## config.mk

```make
export PLATFORM = sky130hd
export DESIGN_NAME = vcd_sequencer
export DESIGN_NICKNAME = d
export VERILOG_FILES = /design/src/core/vcd_pkg.sv /design/src/core/vcd_sequencer.sv
export SDC_FILE = /design/constraint.sdc
export NUM_CORES = 1
export LEC_CHECK = 0
export BUFFER_PORTS_ARGS = -buffer_cell sky130_fd_sc_hd__buf_4
export CAP_MARGIN = 15
export CORE_AREA = 2 2 131 133
export DETAILED_ROUTE_END_ITERATION = 10
export DIE_AREA = 0 0 133 135
export PLACE_DENSITY = 0.74
export SLEW_MARGIN = 20
export SYNTH_ARGS = -nofsm -noshare
export SYNTH_HDL_FRONTEND = slang
export SYNTH_SLANG_ARGS = --single-unit
```

## constraint.sdc

```tcl
create_clock -name mclk -period 2.55 [get_ports mclk]
set_input_delay 0.3825 -clock mclk [delete_from_list [all_inputs] [get_ports mclk]]
set_output_delay 0.3825 -clock mclk [all_outputs]
set_load 0.03 [all_outputs]
```

## src/core/vcd_pkg.sv

```systemverilog
package vcd_pkg;
   // ---------------------------------------------------------------
   // Timing
   // ---------------------------------------------------------------
   localparam int CLK_MHZ = 125;
   localparam int SLOT_US = 8;
   localparam int SLOT_CYC = SLOT_US * CLK_MHZ;
   localparam int FRAME_HZ = 50;
   localparam int FRAME_CYC = (CLK_MHZ * 1000000) / FRAME_HZ;
   // ---------------------------------------------------------------
   // Display geometry
   // ---------------------------------------------------------------
   localparam int DIG_TRACES = 9;
   localparam int UNDERLINE_TRACE = 7;
   localparam int TRACE_BITS = 200;
   localparam int ANA_BITS = 200;
   localparam int ANA_WRAP = 208;
   localparam int ANA_LINES = 39;
   localparam int STROKES = 32;
   localparam int CHR_LINES = 8;
   localparam int CHR_SHORT = 4;
   localparam int CHR_LONG = 40;
   localparam int DESC_DIG = 5;
   localparam int DESC_ANA = 4;
   localparam logic [7:0] ALL_ONES = 8'hff;
   localparam logic [2:0] BIT_LAST = 3'h7;
   // ---------------------------------------------------------------
   // Types
   // ---------------------------------------------------------------
   typedef enum logic [2:0] {
      VCD_DIG = 3'b001,
      VCD_ANA = 3'b010,
      VCD_CHR = 3'b100
   } vcd_mode_t;
   typedef enum logic [4:0] {
      PH_DESC = 5'b00001,
      PH_DATA = 5'b00010,
      PH_CODE = 5'b00100,
      PH_STROKE = 5'b01000,
      PH_IDLE = 5'b10000
   } vcd_phase_t;
   typedef struct packed {
      logic req;
      logic sel;
      logic clr8;
      logic load12;
      logic [11:0] load_addr;
   } vcd_dma_t;
   typedef struct packed {
      logic [7:0] x_count;
      logic x_ramp_rst;
      logic [3:0] y_line;
      logic y_bit;
      logic [5:0] y_ana;
      logic y_shift;
      logic z_on;
      logic [2:0] stroke_dir;
      logic stroke_move;
      logic stroke_home;
   } vcd_beam_t;
endpackage

```

## src/core/vcd_sequencer.sv

```systemverilog
`timescale 1ns/1ps
// Behaviour
// - Repaint whole screen fifty times per second.
// - Each cycle runs digital, then analog, then character mode.
// - Held reset while power-good low; starts in digital mode.
// - One flag per mode; exactly the current one high.
// - Fetch flag high while descriptions or character codes move.
// - Trace start fetches counts, start bit, loads 12-bit counter.
// - Scan bits; horizontal sweep held until start bit reached.
// - After the last bit of a word, fetch the next word.
// - Per bit bump both counters; all ones turns beam on/off.
// - Per bit bump horizontal count; bit drives vertical level.
// - Trace end resets horizontal, next line, next description.
// - Eighth trace bits drive intensity; bottom trace normal.
// - Analog blank word blanks trace unless all ones.
// - Analog entry loads address, drops one division, line one.
// - 200 bits per line; at 200 beam off, drop a tenth.
// - At 208 horizontal count returns to 1, next line.
// - Analog mode ends after 39 lines.
// - Character codes read via 8-bit counter and latched.
// - Code addresses stroke table; on, off or home moves.
// - 32 strokes per character, then move to next origin.
// - Codes 00 to 1f each select a fixed glyph; 00 blank.
// - Four characters on first seven lines, forty on bottom.
// - Code msb set shifts glyph down three thirty-seconds.
// - One DMA read per 8 us slot.
// - 8-bit counter cleared at each display cycle start.
// - Counter select picks 8-bit or 12-bit counter.
module vcd_sequencer
   import vcd_pkg::*;
#(
   parameter int FRAME_CYCLES = vcd_pkg::FRAME_CYC,
   parameter int SLOT_CYCLES = vcd_pkg::SLOT_CYC
)
(
   input wire logic mclk, // 125 MHz clock
   input wire logic rst_b, // Power-good reset, active low
   input wire logic dma_valid, // Read word returned
   input wire logic [7:0] dma_data, // Read word
   output logic dma_ready, // Room in the word buffer
   output vcd_pkg::vcd_dma_t dma, // DMA channel control
   output vcd_pkg::vcd_beam_t beam, // Beam drive
   output logic mode_digital, // Digital trace mode flag
   output logic mode_analog, // Analog trace mode flag
   output logic mode_char, // Character mode flag
   output logic fetch_active // Descriptor or code transfer
);
   import vcd_pkg::*;

   vcd_mode_t mode_r;
   vcd_phase_t phase_r;
   logic [7:0] buf_r [2];
   logic buf_wp_r, buf_rp_r, outst_r, drop_r, flush;
   logic [1:0] buf_cnt_r;
   logic [7:0] buf_head;
   logic take;
   logic [9:0] slot_r;
   logic [21:0] frame_r;
   logic frame_pend_r;
   logic [2:0] desc_idx_r;
   logic [7:0] unb_r, blk_r, ubc_r, bkc_r, addr_lo_r, word_r, code_r;
   logic [2:0] start_bit_r, bit_r;
   logic have_r, x_en_r, beam_r, ana_ok_r;
   logic [3:0] trace_r;
   logic [5:0] cidx_r;
   logic [4:0] stroke_r;
   logic [7:0] x_nxt;
   logic [2:0] ubit;

   // ---------------------------------------------------------------
   // Two-entry word buffer
   // ---------------------------------------------------------------
   // The channel waits while the buffer is full, so a slow bit path
   // never loses a word the channel already delivered.
   assign dma_ready = (buf_cnt_r != 2'h2);
   assign buf_head = buf_r[buf_rp_r];
   always_ff @(posedge mclk)
   begin
      if (!rst_b || flush)
      begin
         buf_wp_r <= 1'b0;
         buf_rp_r <= 1'b0;
         buf_cnt_r <= 2'h0;
      end
      else
      begin
         if (dma_valid && dma_ready && !drop_r)
         begin
            buf_r[buf_wp_r] <= dma_data;
            buf_wp_r <= ~buf_wp_r;
         end
         if (take)
            buf_rp_r <= ~buf_rp_r;
         buf_cnt_r <= buf_cnt_r + 2'((dma_valid && dma_ready && !drop_r) ? 1 : 0)
                    - 2'(take ? 1 : 0);
      end
   end

   // ---------------------------------------------------------------
   // DMA slot pacing and counter control
   // ---------------------------------------------------------------
   logic want;
   assign want = (phase_r == PH_DESC) || (phase_r == PH_CODE) || (phase_r == PH_DATA);
   assign fetch_active = (phase_r == PH_DESC) || (phase_r == PH_CODE);
   // Slot counter is 10 bits: periods above 1024 cycles need it widened
   always_ff @(posedge mclk)
   begin
      if (!rst_b)
         slot_r <= 10'h0;
      else if (slot_r == 10'(SLOT_CYCLES - 1))
         slot_r <= 10'h0;
      else
         slot_r <= slot_r + 10'h1;
   end
   always_ff @(posedge mclk)
   begin
      if (!rst_b)
      begin
         outst_r <= 1'b0;
         drop_r <= 1'b0;
         dma <= '{req: 1'b0, sel: 1'b0, clr8: 1'b1, load12: 1'b0, load_addr: 12'h0};
      end
      else
      begin
         // A reply still in flight across a flush belongs to the old trace
         if (dma_valid)
            outst_r <= 1'b0;
         if (dma_valid)
            drop_r <= 1'b0;
         else if (flush && outst_r)
            drop_r <= 1'b1;
         dma.req <= 1'b0;
         dma.clr8 <= 1'b0;
         dma.load12 <= 1'b0;
         if (slot_r == 10'(SLOT_CYCLES - 1) && want && !outst_r && !flush
             && buf_cnt_r == 2'h0 && !(dma.load12 || dma.clr8))
         begin
            dma.req <= 1'b1;
            outst_r <= 1'b1;
         end
         dma.sel <= (phase_r == PH_DATA);
         if (phase_r == PH_IDLE && frame_pend_r)
            dma.clr8 <= 1'b1;
         if (take && phase_r == PH_DESC &&
             desc_idx_r == 3'((mode_r == VCD_DIG) ? DESC_DIG - 1 : DESC_ANA - 1))
         begin
            dma.load12 <= 1'b1;
            dma.load_addr <= {buf_head[3:0], addr_lo_r};
         end
      end
   end

   // ---------------------------------------------------------------
   // Frame timer
   // ---------------------------------------------------------------
   always_ff @(posedge mclk)
   begin
      if (!rst_b)
      begin
         frame_r <= 22'h0;
         frame_pend_r <= 1'b0;
      end
      else
      begin
         frame_r <= (frame_r == 22'(FRAME_CYCLES - 1)) ? 22'h0 : frame_r + 22'h1;
         // A tick in the restart cycle is kept: set wins over clear
         if (frame_r == 22'(FRAME_CYCLES - 1))
            frame_pend_r <= 1'b1;
         else if (phase_r == PH_IDLE)
            frame_pend_r <= 1'b0;
      end
   end

   // ---------------------------------------------------------------
   // Stroke table
   // ---------------------------------------------------------------
   // Returns {move, on, home, dir}; code 00 never lights the beam.
   function automatic logic [5:0] stroke_of(input logic [4:0] code, input logic [4:0] s);
      logic on;
      logic [2:0] dir;
      on = (code != 5'h0) && (^(code & s) | (code[0] & s[0]));
      dir = s[2:0] + code[2:0];
      if (!on && dir == 3'h7)
         dir = 3'h0;
      if (s == 5'(STROKES - 1))
         stroke_of = {3'b001, 3'h0};
      else
         stroke_of = {1'b1, on, 1'b0, dir};
   endfunction

   // ---------------------------------------------------------------
   // Sequencer
   // ---------------------------------------------------------------
   assign mode_digital = mode_r[0];
   assign mode_analog = mode_r[1];
   assign mode_char = mode_r[2];
   assign ubit = bit_r;

   always_comb
   begin
      take = 1'b0;
      flush = 1'b0;
      case (phase_r)
         PH_DESC, PH_CODE: take = (buf_cnt_r != 2'h0);
         PH_DATA:
         begin
            take = !have_r && (buf_cnt_r != 2'h0) &&
                   !(mode_r == VCD_ANA && beam.x_count > 8'(ANA_BITS));
            flush = (mode_r == VCD_DIG && beam.x_count == 8'(TRACE_BITS)) ||
                    (mode_r == VCD_ANA && beam.x_count == 8'(ANA_WRAP) &&
                     cidx_r == 6'(ANA_LINES - 1));
         end
         default: ;
      endcase
   end
   assign x_nxt = beam.x_count + 8'h1;

   always_ff @(posedge mclk)
   begin
      if (!rst_b)
      begin
         mode_r <= VCD_DIG;
         phase_r <= PH_DESC;
         desc_idx_r <= 3'h0;
         {unb_r, blk_r, ubc_r, bkc_r, addr_lo_r, word_r, code_r} <= '0;
         {start_bit_r, bit_r} <= 6'h0;
         {have_r, x_en_r, beam_r, ana_ok_r} <= 4'h0;
         trace_r <= 4'h0;
         cidx_r <= 6'h0;
         stroke_r <= 5'h0;
         beam <= '0;
      end
      else
      begin
         beam.x_ramp_rst <= 1'b0;
         beam.stroke_move <= 1'b0;
         beam.stroke_home <= 1'b0;
         if (take && phase_r == PH_DATA)
         begin
            word_r <= buf_head;
            have_r <= 1'b1;
            bit_r <= 3'h0;
         end
         case (phase_r)
            PH_DESC:
            begin
               beam.z_on <= 1'b0;
               if (take)
               begin
                  desc_idx_r <= desc_idx_r + 3'h1;
                  case (desc_idx_r)
                     3'h0: unb_r <= buf_head;
                     3'h1: blk_r <= buf_head;
                     default: ;
                  endcase
                  if (mode_r == VCD_DIG)
                  begin
                     if (desc_idx_r == 3'h2)
                        start_bit_r <= buf_head[2:0];
                     if (desc_idx_r == 3'h3)
                        addr_lo_r <= buf_head;
                  end
                  else if (desc_idx_r == 3'h2)
                     addr_lo_r <= buf_head;
                  if (desc_idx_r == 3'((mode_r == VCD_DIG) ? DESC_DIG - 1 : DESC_ANA - 1))
                  begin
                     phase_r <= PH_DATA;
                     desc_idx_r <= 3'h0;
                     ubc_r <= unb_r;
                     bkc_r <= blk_r;
                     x_en_r <= 1'b0;
                     beam_r <= 1'b0;
                     beam.x_count <= (mode_r == VCD_ANA) ? 8'h1 : 8'h0;
                     beam.x_ramp_rst <= 1'b1;
                     if (mode_r == VCD_ANA)
                     begin
                        ana_ok_r <= (blk_r == ALL_ONES);
                        beam.y_ana <= 6'h1;
                        cidx_r <= 6'h0;
                     end
                  end
               end
            end
            PH_DATA:
            begin
               if (mode_r == VCD_DIG && have_r)
               begin
                  have_r <= (bit_r != BIT_LAST) || take;
                  bit_r <= bit_r + 3'h1;
                  ubc_r <= ubc_r + 8'h1;
                  bkc_r <= bkc_r + 8'h1;
                  if (ubc_r == ALL_ONES)
                     beam_r <= 1'b1;
                  else if (bkc_r == ALL_ONES)
                     beam_r <= 1'b0;
                  if (x_en_r || bit_r == start_bit_r)
                  begin
                     x_en_r <= 1'b1;
                     beam.x_count <= x_nxt;
                     if (trace_r == 4'(UNDERLINE_TRACE))
                        beam.z_on <= beam_r & word_r[ubit];
                     else
                     begin
                        beam.y_bit <= word_r[ubit];
                        beam.z_on <= beam_r;
                     end
                  end
               end
               if (mode_r == VCD_DIG && beam.x_count == 8'(TRACE_BITS))
               begin
                  beam.x_count <= 8'h0;
                  beam.x_ramp_rst <= 1'b1;
                  beam.z_on <= 1'b0;
                  have_r <= 1'b0;
                  beam.y_line <= beam.y_line + 4'h1;
                  trace_r <= trace_r + 4'h1;
                  phase_r <= PH_DESC;
                  if (trace_r == 4'(DIG_TRACES - 1))
                  begin
                     mode_r <= VCD_ANA;
                     trace_r <= 4'h0;
                  end
               end
               if (mode_r == VCD_ANA)
               begin
                  if (beam.x_count <= 8'(ANA_BITS))
                  begin
                     if (have_r)
                     begin
                        have_r <= (bit_r != BIT_LAST) || take;
                        bit_r <= bit_r + 3'h1;
                        beam.z_on <= ana_ok_r & word_r[ubit];
                        beam.x_count <= x_nxt;
                        if (beam.x_count == 8'(ANA_BITS))
                        begin
                           beam.z_on <= 1'b0;
                           beam.x_ramp_rst <= 1'b1;
                           beam.y_ana <= beam.y_ana + 6'h1;
                        end
                     end
                  end
                  else if (beam.x_count == 8'(ANA_WRAP))
                  begin
                     beam.x_count <= 8'h1;
                     cidx_r <= cidx_r + 6'h1;
                     if (cidx_r == 6'(ANA_LINES - 1))
                     begin
                        mode_r <= VCD_CHR;
                        phase_r <= PH_CODE;
                        cidx_r <= 6'h0;
                        have_r <= 1'b0;
                        beam.x_count <= 8'h0;
                        beam.y_line <= 4'h0;
                     end
                  end
                  else
                     beam.x_count <= x_nxt;
               end
            end
            PH_CODE:
            begin
               beam.z_on <= 1'b0;
               if (take)
               begin
                  code_r <= buf_head;
                  beam.y_shift <= buf_head[7];
                  stroke_r <= 5'h0;
                  phase_r <= PH_STROKE;
               end
            end
            PH_STROKE:
            begin
               {beam.stroke_move, beam.z_on, beam.stroke_home, beam.stroke_dir}
                  <= stroke_of(code_r[4:0], stroke_r);
               stroke_r <= stroke_r + 5'h1;
               if (stroke_r == 5'(STROKES - 1))
               begin
                  beam.z_on <= 1'b0;
                  beam.x_count <= {2'h0, cidx_r} + 8'h1;
                  cidx_r <= cidx_r + 6'h1;
                  phase_r <= PH_CODE;
                  if (cidx_r == 6'((beam.y_line == 4'(CHR_LINES - 1)) ?
                                   CHR_LONG - 1 : CHR_SHORT - 1))
                  begin
                     cidx_r <= 6'h0;
                     beam.x_count <= 8'h0;
                     beam.y_line <= beam.y_line + 4'h1;
                     if (beam.y_line == 4'(CHR_LINES - 1))
                        phase_r <= PH_IDLE;
                  end
               end
            end
            PH_IDLE:
            begin
               beam.z_on <= 1'b0;
               if (frame_pend_r)
               begin
                  mode_r <= VCD_DIG;
                  phase_r <= PH_DESC;
                  beam.y_line <= 4'h0;
                  beam.y_shift <= 1'b0;
               end
            end
            default: ;
         endcase
      end
   end

   // ---------------------------------------------------------------
   // Checks
   // ---------------------------------------------------------------
   property p_onehot;
      @(posedge mclk) disable iff (!rst_b) $onehot({mode_digital, mode_analog, mode_char});
   endproperty
   a_onehot: assert property (p_onehot) else $error("mode flags not one-hot");
   property p_order;
      @(posedge mclk) disable iff (!rst_b)
         $changed(mode_r) |-> (mode_r == VCD_ANA && $past(mode_r) == VCD_DIG) ||
            (mode_r == VCD_CHR && $past(mode_r) == VCD_ANA) ||
            (mode_r == VCD_DIG && $past(mode_r) == VCD_CHR);
   endproperty
   a_order: assert property (p_order) else $error("mode order broken");
   property p_fetch;
      @(posedge mclk) disable iff (!rst_b) dma.req && !dma.sel |-> $past(fetch_active);
   endproperty
   a_fetch: assert property (p_fetch) else $error("byte fetch outside fetch flag");
   property p_slot;
      @(posedge mclk) disable iff (!rst_b) dma.req |=> !dma.req [*8];
   endproperty
   a_slot: assert property (p_slot) else $error("requests too close");
   property p_dark;
      @(posedge mclk) disable iff (!rst_b) phase_r == PH_DESC |=> !beam.z_on;
   endproperty
   a_dark: assert property (p_dark) else $error("beam lit while fetching");
   property p_wrap;
      @(posedge mclk) disable iff (!rst_b)
         mode_analog && phase_r == PH_DATA && beam.x_count == 8'(ANA_WRAP)
         |=> beam.x_count == 8'h1 || mode_char;
   endproperty
   a_wrap: assert property (p_wrap) else $error("analog wrap wrong");
   property p_blank;
      @(posedge mclk) disable iff (!rst_b) mode_analog && !ana_ok_r |=> !beam.z_on;
   endproperty
   a_blank: assert property (p_blank) else $error("blanked analog trace lit");
   property p_clear;
      @(posedge mclk) disable iff (!rst_b)
         phase_r == PH_IDLE && frame_pend_r |=> dma.clr8 && mode_digital;
   endproperty
   a_clear: assert property (p_clear) else $error("cycle start without clear");
   property p_under;
      @(posedge mclk) disable iff (!rst_b)
         mode_digital && trace_r == 4'(UNDERLINE_TRACE) && phase_r == PH_DATA
         |=> $stable(beam.y_bit);
   endproperty
   a_under: assert property (p_under) else $error("underline trace moved vertical");
endmodule

```

# Word level (Yosys, flattened, before mapping)
# Memories as Yosys holds them, arrays and structs flattened. A register that Yosys moved wholly into a read port is not among the register bits.
# Index checks and enable logic that the tools add are counted.
# op_classes
addsub	16
order_cmp	3
n_eq_ne	45
muxes	137
bitwise_logic	9
n_reduce_logical	78
# ops
operator	n
two-way mux 8 bit	14
two-way mux 6 bit	18
two-way mux 5 bit	13
two-way mux 3 bit	16
two-way mux 1 bit	46
equality test 8 bit, second input constant	5
two-way mux 13 bit	3
one-hot mux 8 bit (2 select lines)	2
two-way mux 4 bit	7
AND reduction 4 bit	7
two-way mux 9 bit	3
one-hot mux 5 bit (5 select lines)	1
adder 8 x 1 -> 8 bit, second input constant	3
one-hot mux 8 bit (3 select lines)	1
adder 22 x 1 -> 22 bit, second input constant	1
equality test 22 bit, second input constant	1
logical AND 1 bit	21
!= test 2 x 1 -> 1 bit, second input constant	9
one-hot mux 6 bit (3 select lines)	1
!= test 2 bit, second input constant	8
AND reduction 8 bit	2
nonzero test 2 bit	8
adder 6 x 1 -> 6 bit, second input constant	2
one-hot mux 4 bit (3 select lines)	1
other kinds (51)	95
# totals
regBits	171
ramBits	16
in_bits	11
output_inout_bits	48
word_cells	331
mem_count	1
# mem_list
memory	depth	width	rd	rd_ports_with_merged_regs	wr	line	source
buf_r	2	8	1	1	1	vcd_sequencer.sv:52	logic [7:0] buf_r [2];

# Logic depth before layout (Yosys ltp)
# depth
word_depth	14
ltp_mapped	13
ltp_nobuf	12

# Worst setup path after synthesis
# OpenSTA, ideal clock, no wires.
# synth_path
path_kind	register to register
start	register beam[19] (netlist bit)
end	register buf_cnt_r[1]
setup_time_ns	0.121
arrival_time_ns	2.488
required_ns	2.429
setup_slack_ns	-0.059
path_stages_with_launch	14
n_path_buf	1
period_less_slack_ns	2.609
cell_sequence	dfxtp_1 > inv_1 > ha_1 > nand2b_1 > a211oi_2 > o311ai_1 > buf_2 > nand2_1 > ha_1 > inv_1 > ha_1 > xor2_1 > xnor2_1 > nor2_1
# synth_via
elab_chain_cells	7
word_cells_on_any_way	15
classes_between	add/sub (1); order compare (1); eq/ne (2); mux (3); reduce/logical (8)
# synth_lines
element	line	source
from (decl)	vcd_sequencer.sv:42	output vcd_pkg::vcd_beam_t beam,
> comparator 8 bit	vcd_sequencer.sv:208	!(mode_r == VCD_ANA && beam.x_count > 8'(ANA_BITS));
logical AND 1 bit	vcd_sequencer.sv:208	
zero test 1 bit	vcd_sequencer.sv:208	
logical AND 1 bit	vcd_sequencer.sv:207	take = !have_r && (buf_cnt_r != 2'h0) &&
one-hot mux 1 bit (2 select lines)	vcd_sequencer.sv:203	case (phase_r)
via take	vcd_sequencer.sv:56	logic take;
two-way mux 1 bit	vcd_sequencer.sv:95	- 2'(take ? 1 : 0);
subtractor 2 x 1 -> 2 bit	vcd_sequencer.sv:95	
to (signal assigned)	vcd_sequencer.sv:94	buf_cnt_r <= buf_cnt_r + 2'((dma_valid && dma_ready && !drop_r) ? 1 : 0)
to (decl)	vcd_sequencer.sv:54	logic [1:0] buf_cnt_r;
# The timed path passes the listed nets, and every way through them passes these cells.
# A chain may end at the register's enable or synchronous reset.

# Worst setup path after layout
# layout_path
start	register stroke_r[1]
end	register beam[24] (netlist bit)
# layout_via
elab_chain_cells	3
# layout_lines
element	line	source
from (decl)	vcd_sequencer.sv:66	logic [4:0] stroke_r;
from (signal assigned)	vcd_sequencer.sv:375	stroke_r <= stroke_r + 5'h1;
equality test 5 bit	vcd_sequencer.sv:376	if (stroke_r == 5'(STROKES - 1))
!= test 2 bit (no source line)	n/a	
AND reduction 4 bit (no source line)	n/a	
# Every way passes these cells.

==> flow_summary.toml <==
[run_status]
run_status = "complete, no violations"

[timing]
rsz0062_at_grt = "false"
setup_violations = 0
period_needed_ns = 2.40
timing.final.max_slew_violations = 0
final_hold_viol_count = 0
finalClockSkew_ns = 0.00878
tightestPinTransition_ns = 0.567
slew_headroom = 0.611
layout_worst_path_cycle_share = 0.940
timing.fmax_mhz = 417
fin_worst_hold_slack_ns = 0.124
setup-tns-final_ns = 0

[synth]
post_synth_most_frequent_cells = "sky130_fd_sc_hd__dfxtp_1 (172), sky130_fd_sc_hd__nor2_1 (151), sky130_fd_sc_hd__nand2_1 (110)"
synth_top_family_by_area = "simple AND/OR/NAND/NOR gates"
synth_simple_gate_area_frac = 0.234
synth_edf_count = 16
synth.distinct_cells = 80
dominantRegCellSynth = "sky130_fd_sc_hd__dfxtp_1"
synthesized_netlist_cell_count = 1036
yosys-top-cells-area = "sky130_fd_sc_hd__dfxtp_1 (38%), sky130_fd_sc_hd__nor2_1 (6.3%), sky130_fd_sc_hd__edfxtp_1 (5.3%), sky130_fd_sc_hd__nand2_1 (4.6%), sky130_fd_sc_hd__ha_1 (3.6%)"
ys_seq_area_frac = 0.437
synth_area_leader_cell = "sky130_fd_sc_hd__dfxtp_1"
synth_nets = 1074
synth_warn = 0
compound_gate_portion_of_the_synthesized_area = 0.183
asyncSetResetFlopFracSynth = 0
synth_xor_area_frac = 0.0429
syn_area_um2 = 8980
number_of_register_bits_inferred_by_synthesis = 188
post-synth-top-count-cell = "sky130_fd_sc_hd__dfxtp_1"
per_instance_average_area_after_synthesis_um2 = 8.67
synth_adder_area_share = 0.0384
synthMuxAreaShare = 0.0281
yosys.area.top_type_share = 0.383

[floorplanning]
die_area_um2 = 18000
placement_rows = 47
io_pins = 59
initial_core_util = 0.548
die_height_um = 135
die_width_um = 133
placeableCoreArea_um2 = 16400

[cells_and_area]
n_fill_cell = 1401
finalNetCount = 1141
num_antenna_cells = 0
final_layout_size_suffix_gt1_frac = 0.150
growth_of_design_area_from_synthesis_to_finish_pct = 15.3

[detailed_routing]
route.detailed.wl_per_inst_um = 16.5
via_count = 7857
number_of_iterations_in_the_first_detailed_routing_pass = 5
detail_route.wirelength_um = 22000
vias_per_cell = 5.88
route.antenna.remaining_nets = 0
first_iter_violations = 546
remaining_drc_errors = 0

[power]
ratio_of_total_power_to_cell_area_nw_per_um2 = 718
cell_leakage_power_nw = 3.86
power.total_mw = 7.44
irDropWorstVdd_v = 0.000614

[place]
port-buffer-count = 58
post-dp-hpwl_um = 15300
globalplace.congestion = 0.921

[global_routing]
wire_length_of_the_first_global_routing_pass_um = 36400
grt_usage = 0.251
grt_start_max_net_pins = 53
number_of_global_route_vias_before_repair = 7342
antenna_found_initial = 0
globalRoute.totalOverflow = 0

[critical_path]
cp_max_fo = 10
reg2reg_slack_ns = 0.15
worstSetupStartpoint = "stroke_r[1]$_SDFFE_PN0P_"
cpLargestDelayFamily = "simple AND/OR/NAND/NOR gates"
path_buf_inv = 0
max_stage_delay_ns = 0.43
worstSetupPathDepth = 9
critical_path.startpoint_type = "register"
data_required_time_of_the_critical_path_ns = 2.91
critPathMostFrequentCell = "sky130_fd_sc_hd__ha_1"
endpoint_kind = "register"
worst_r2r_path_depth = 9
cells_along_the_critical_path = "ha_1 > and3_1 > ha_1 > nor3b_2 > a21oi_1 > a22o_2 > nand2b_2 > or3_1 > a41oi_2"
setup.worst_path.class = "reg2reg"
regToRegStartpoint = "stroke_r[1]$_SDFFE_PN0P_"
worst_r2r_dst = "beam[24]$_SDFFE_PN0P_"
worst_ep_arrival_time_ns = 2.76
critical_path.slowest_cell = "sky130_fd_sc_hd__dfxtp_1"
crit_end = "beam[24]$_SDFFE_PN0P_"

[cts]
cts_made_buffers = 17
maximum_buffer_depth_of_the_clock_tree = 2
worstSkewPairLatency_ns = 0.44
cts.clk_slew.worst_paths_ns = 0.07
cts.htree.levels = 4
cts_sinks = 188
cts_hold_buffers = 0
cts_tree = "yes"
root_buffer = "sky130_fd_sc_hd__clkbuf_16"

[flow_run]
max-cap-violations = 0

[worst_hold_path]
hold_path_class = "in2reg"
==> metrics by stage <==
stage / setup slack [ns] / instances / instance area [um2] / util
after floorplan: 0.0872 / 1036 / 8990 / -
after global placement: 0.146 / 1303 / 9810 / 0.598
after CTS: 0.0470 / 1335 / 10300 / 0.630
final: 0.153 / 1336 / 10400 / 0.631
after detailed placement: 0.0376 / 1303 / 9810 / 0.598
after global routing: 0.0123 / 1336 / 10400 / 0.631
==> cell type report <==
class,instances,area [um2],share of cell area
tap,220,275,0.0266
clock buffer,19,433,0.0418
inverter,26,98.8,0.00954
timing repair buffer,100,776,0.0749
multi-input combinational,770,4750,0.459
sequential,188,3930,0.379
clock inverter,13,93.8,0.00906
==> repair_timing <==
action / CTS / global route
endpoints found under the setup margin: 0 / 11
resized for setup: 0 / 4
hold endpoints to repair: 0 / 0
setup buffers: 0 / 1
==> power breakdown <==
part	internal [mW]	switching [mW]
logic	0.627	1.05
clock network	1.25	1.17
registers	3.15	0.178
total	5.03	2.41
==> cells by family after synthesis <==
kind of cell / after synthesis
simple gates: 434
xor+xnor: 44
fa+ha+maj: 27
mux: 22
flops: 188
buf+inv: 78
compound gates: 243
==> layer usage <==
layer / global-route usage / share of wire / vias up
li1: - / - / 3846
met4: 0.0860 / 0.021 / 0
met2: 0.400 / 0.46 / 240
met5: 0 / 0 / -
met3: 0.0511 / 0.057 / 41
met1: 0.341 / 0.46 / 3730
==> cells in the final DEF, fill, tap and decap left out, drive strengths merged, types with 17 or more instances in the layout <==
master	Yosys	layout
xor2	18	18
xnor2	26	26
nand2	110	110
and3	28	28
nand3	42	42
inv	26	28
a211oi	43	43
a21oi	57	57
ha	26	26
buf	24	100
clkbuf	28	19
nor2	154	154
o21ai	46	46
mux2i	17	17
dfxtp	172	172
nor3	21	21
==> how the worst min path moves through the flow <==
stage	slack (ns)	startpoint	to	cells past startpoint
final	0.12	dma_data[5]	buf_r[1][5]$_DFFE_PP_	1
after global routing	0.12	dma_data[4]	buf_r[0][4]$_DFFE_PP_	1
after CTS	0.12	dma_data[2]	buf_r[1][2]$_DFFE_PP_	1
after detailed placement	0.44	slot_r[0]$_SDFF_PP0_	slot_r[0]$_SDFF_PP0_	1
after global placement	0.42	slot_r[0]$_SDFF_PP0_	slot_r[0]$_SDFF_PP0_	1
after floorplan	0.41	slot_r[0]$_SDFF_PP0_	slot_r[0]$_SDFF_PP0_	1
==> registers in the layout, indices dropped and copies added, names as in the netlist, 5 cells and up, named ones only <==
signal     cells
unb_r          8
blk_r          8
buf_r         16
frame_r       22
code_r         5
addr_lo_r      8
dma           16
cidx_r         6
word_r         8
phase_r        5
beam          27
bkc_r          8
ubc_r          8
slot_r        10
stroke_r       5
==> worst reg2reg max path, delay by kind of cell, from the launching register on <==
kind	cells	cell delay (ns)
flops	1	0.43
simple gates	4	0.83
fa+ha+maj	2	0.44
compound gates	3	0.63
(Power assumes the default switching activity.)
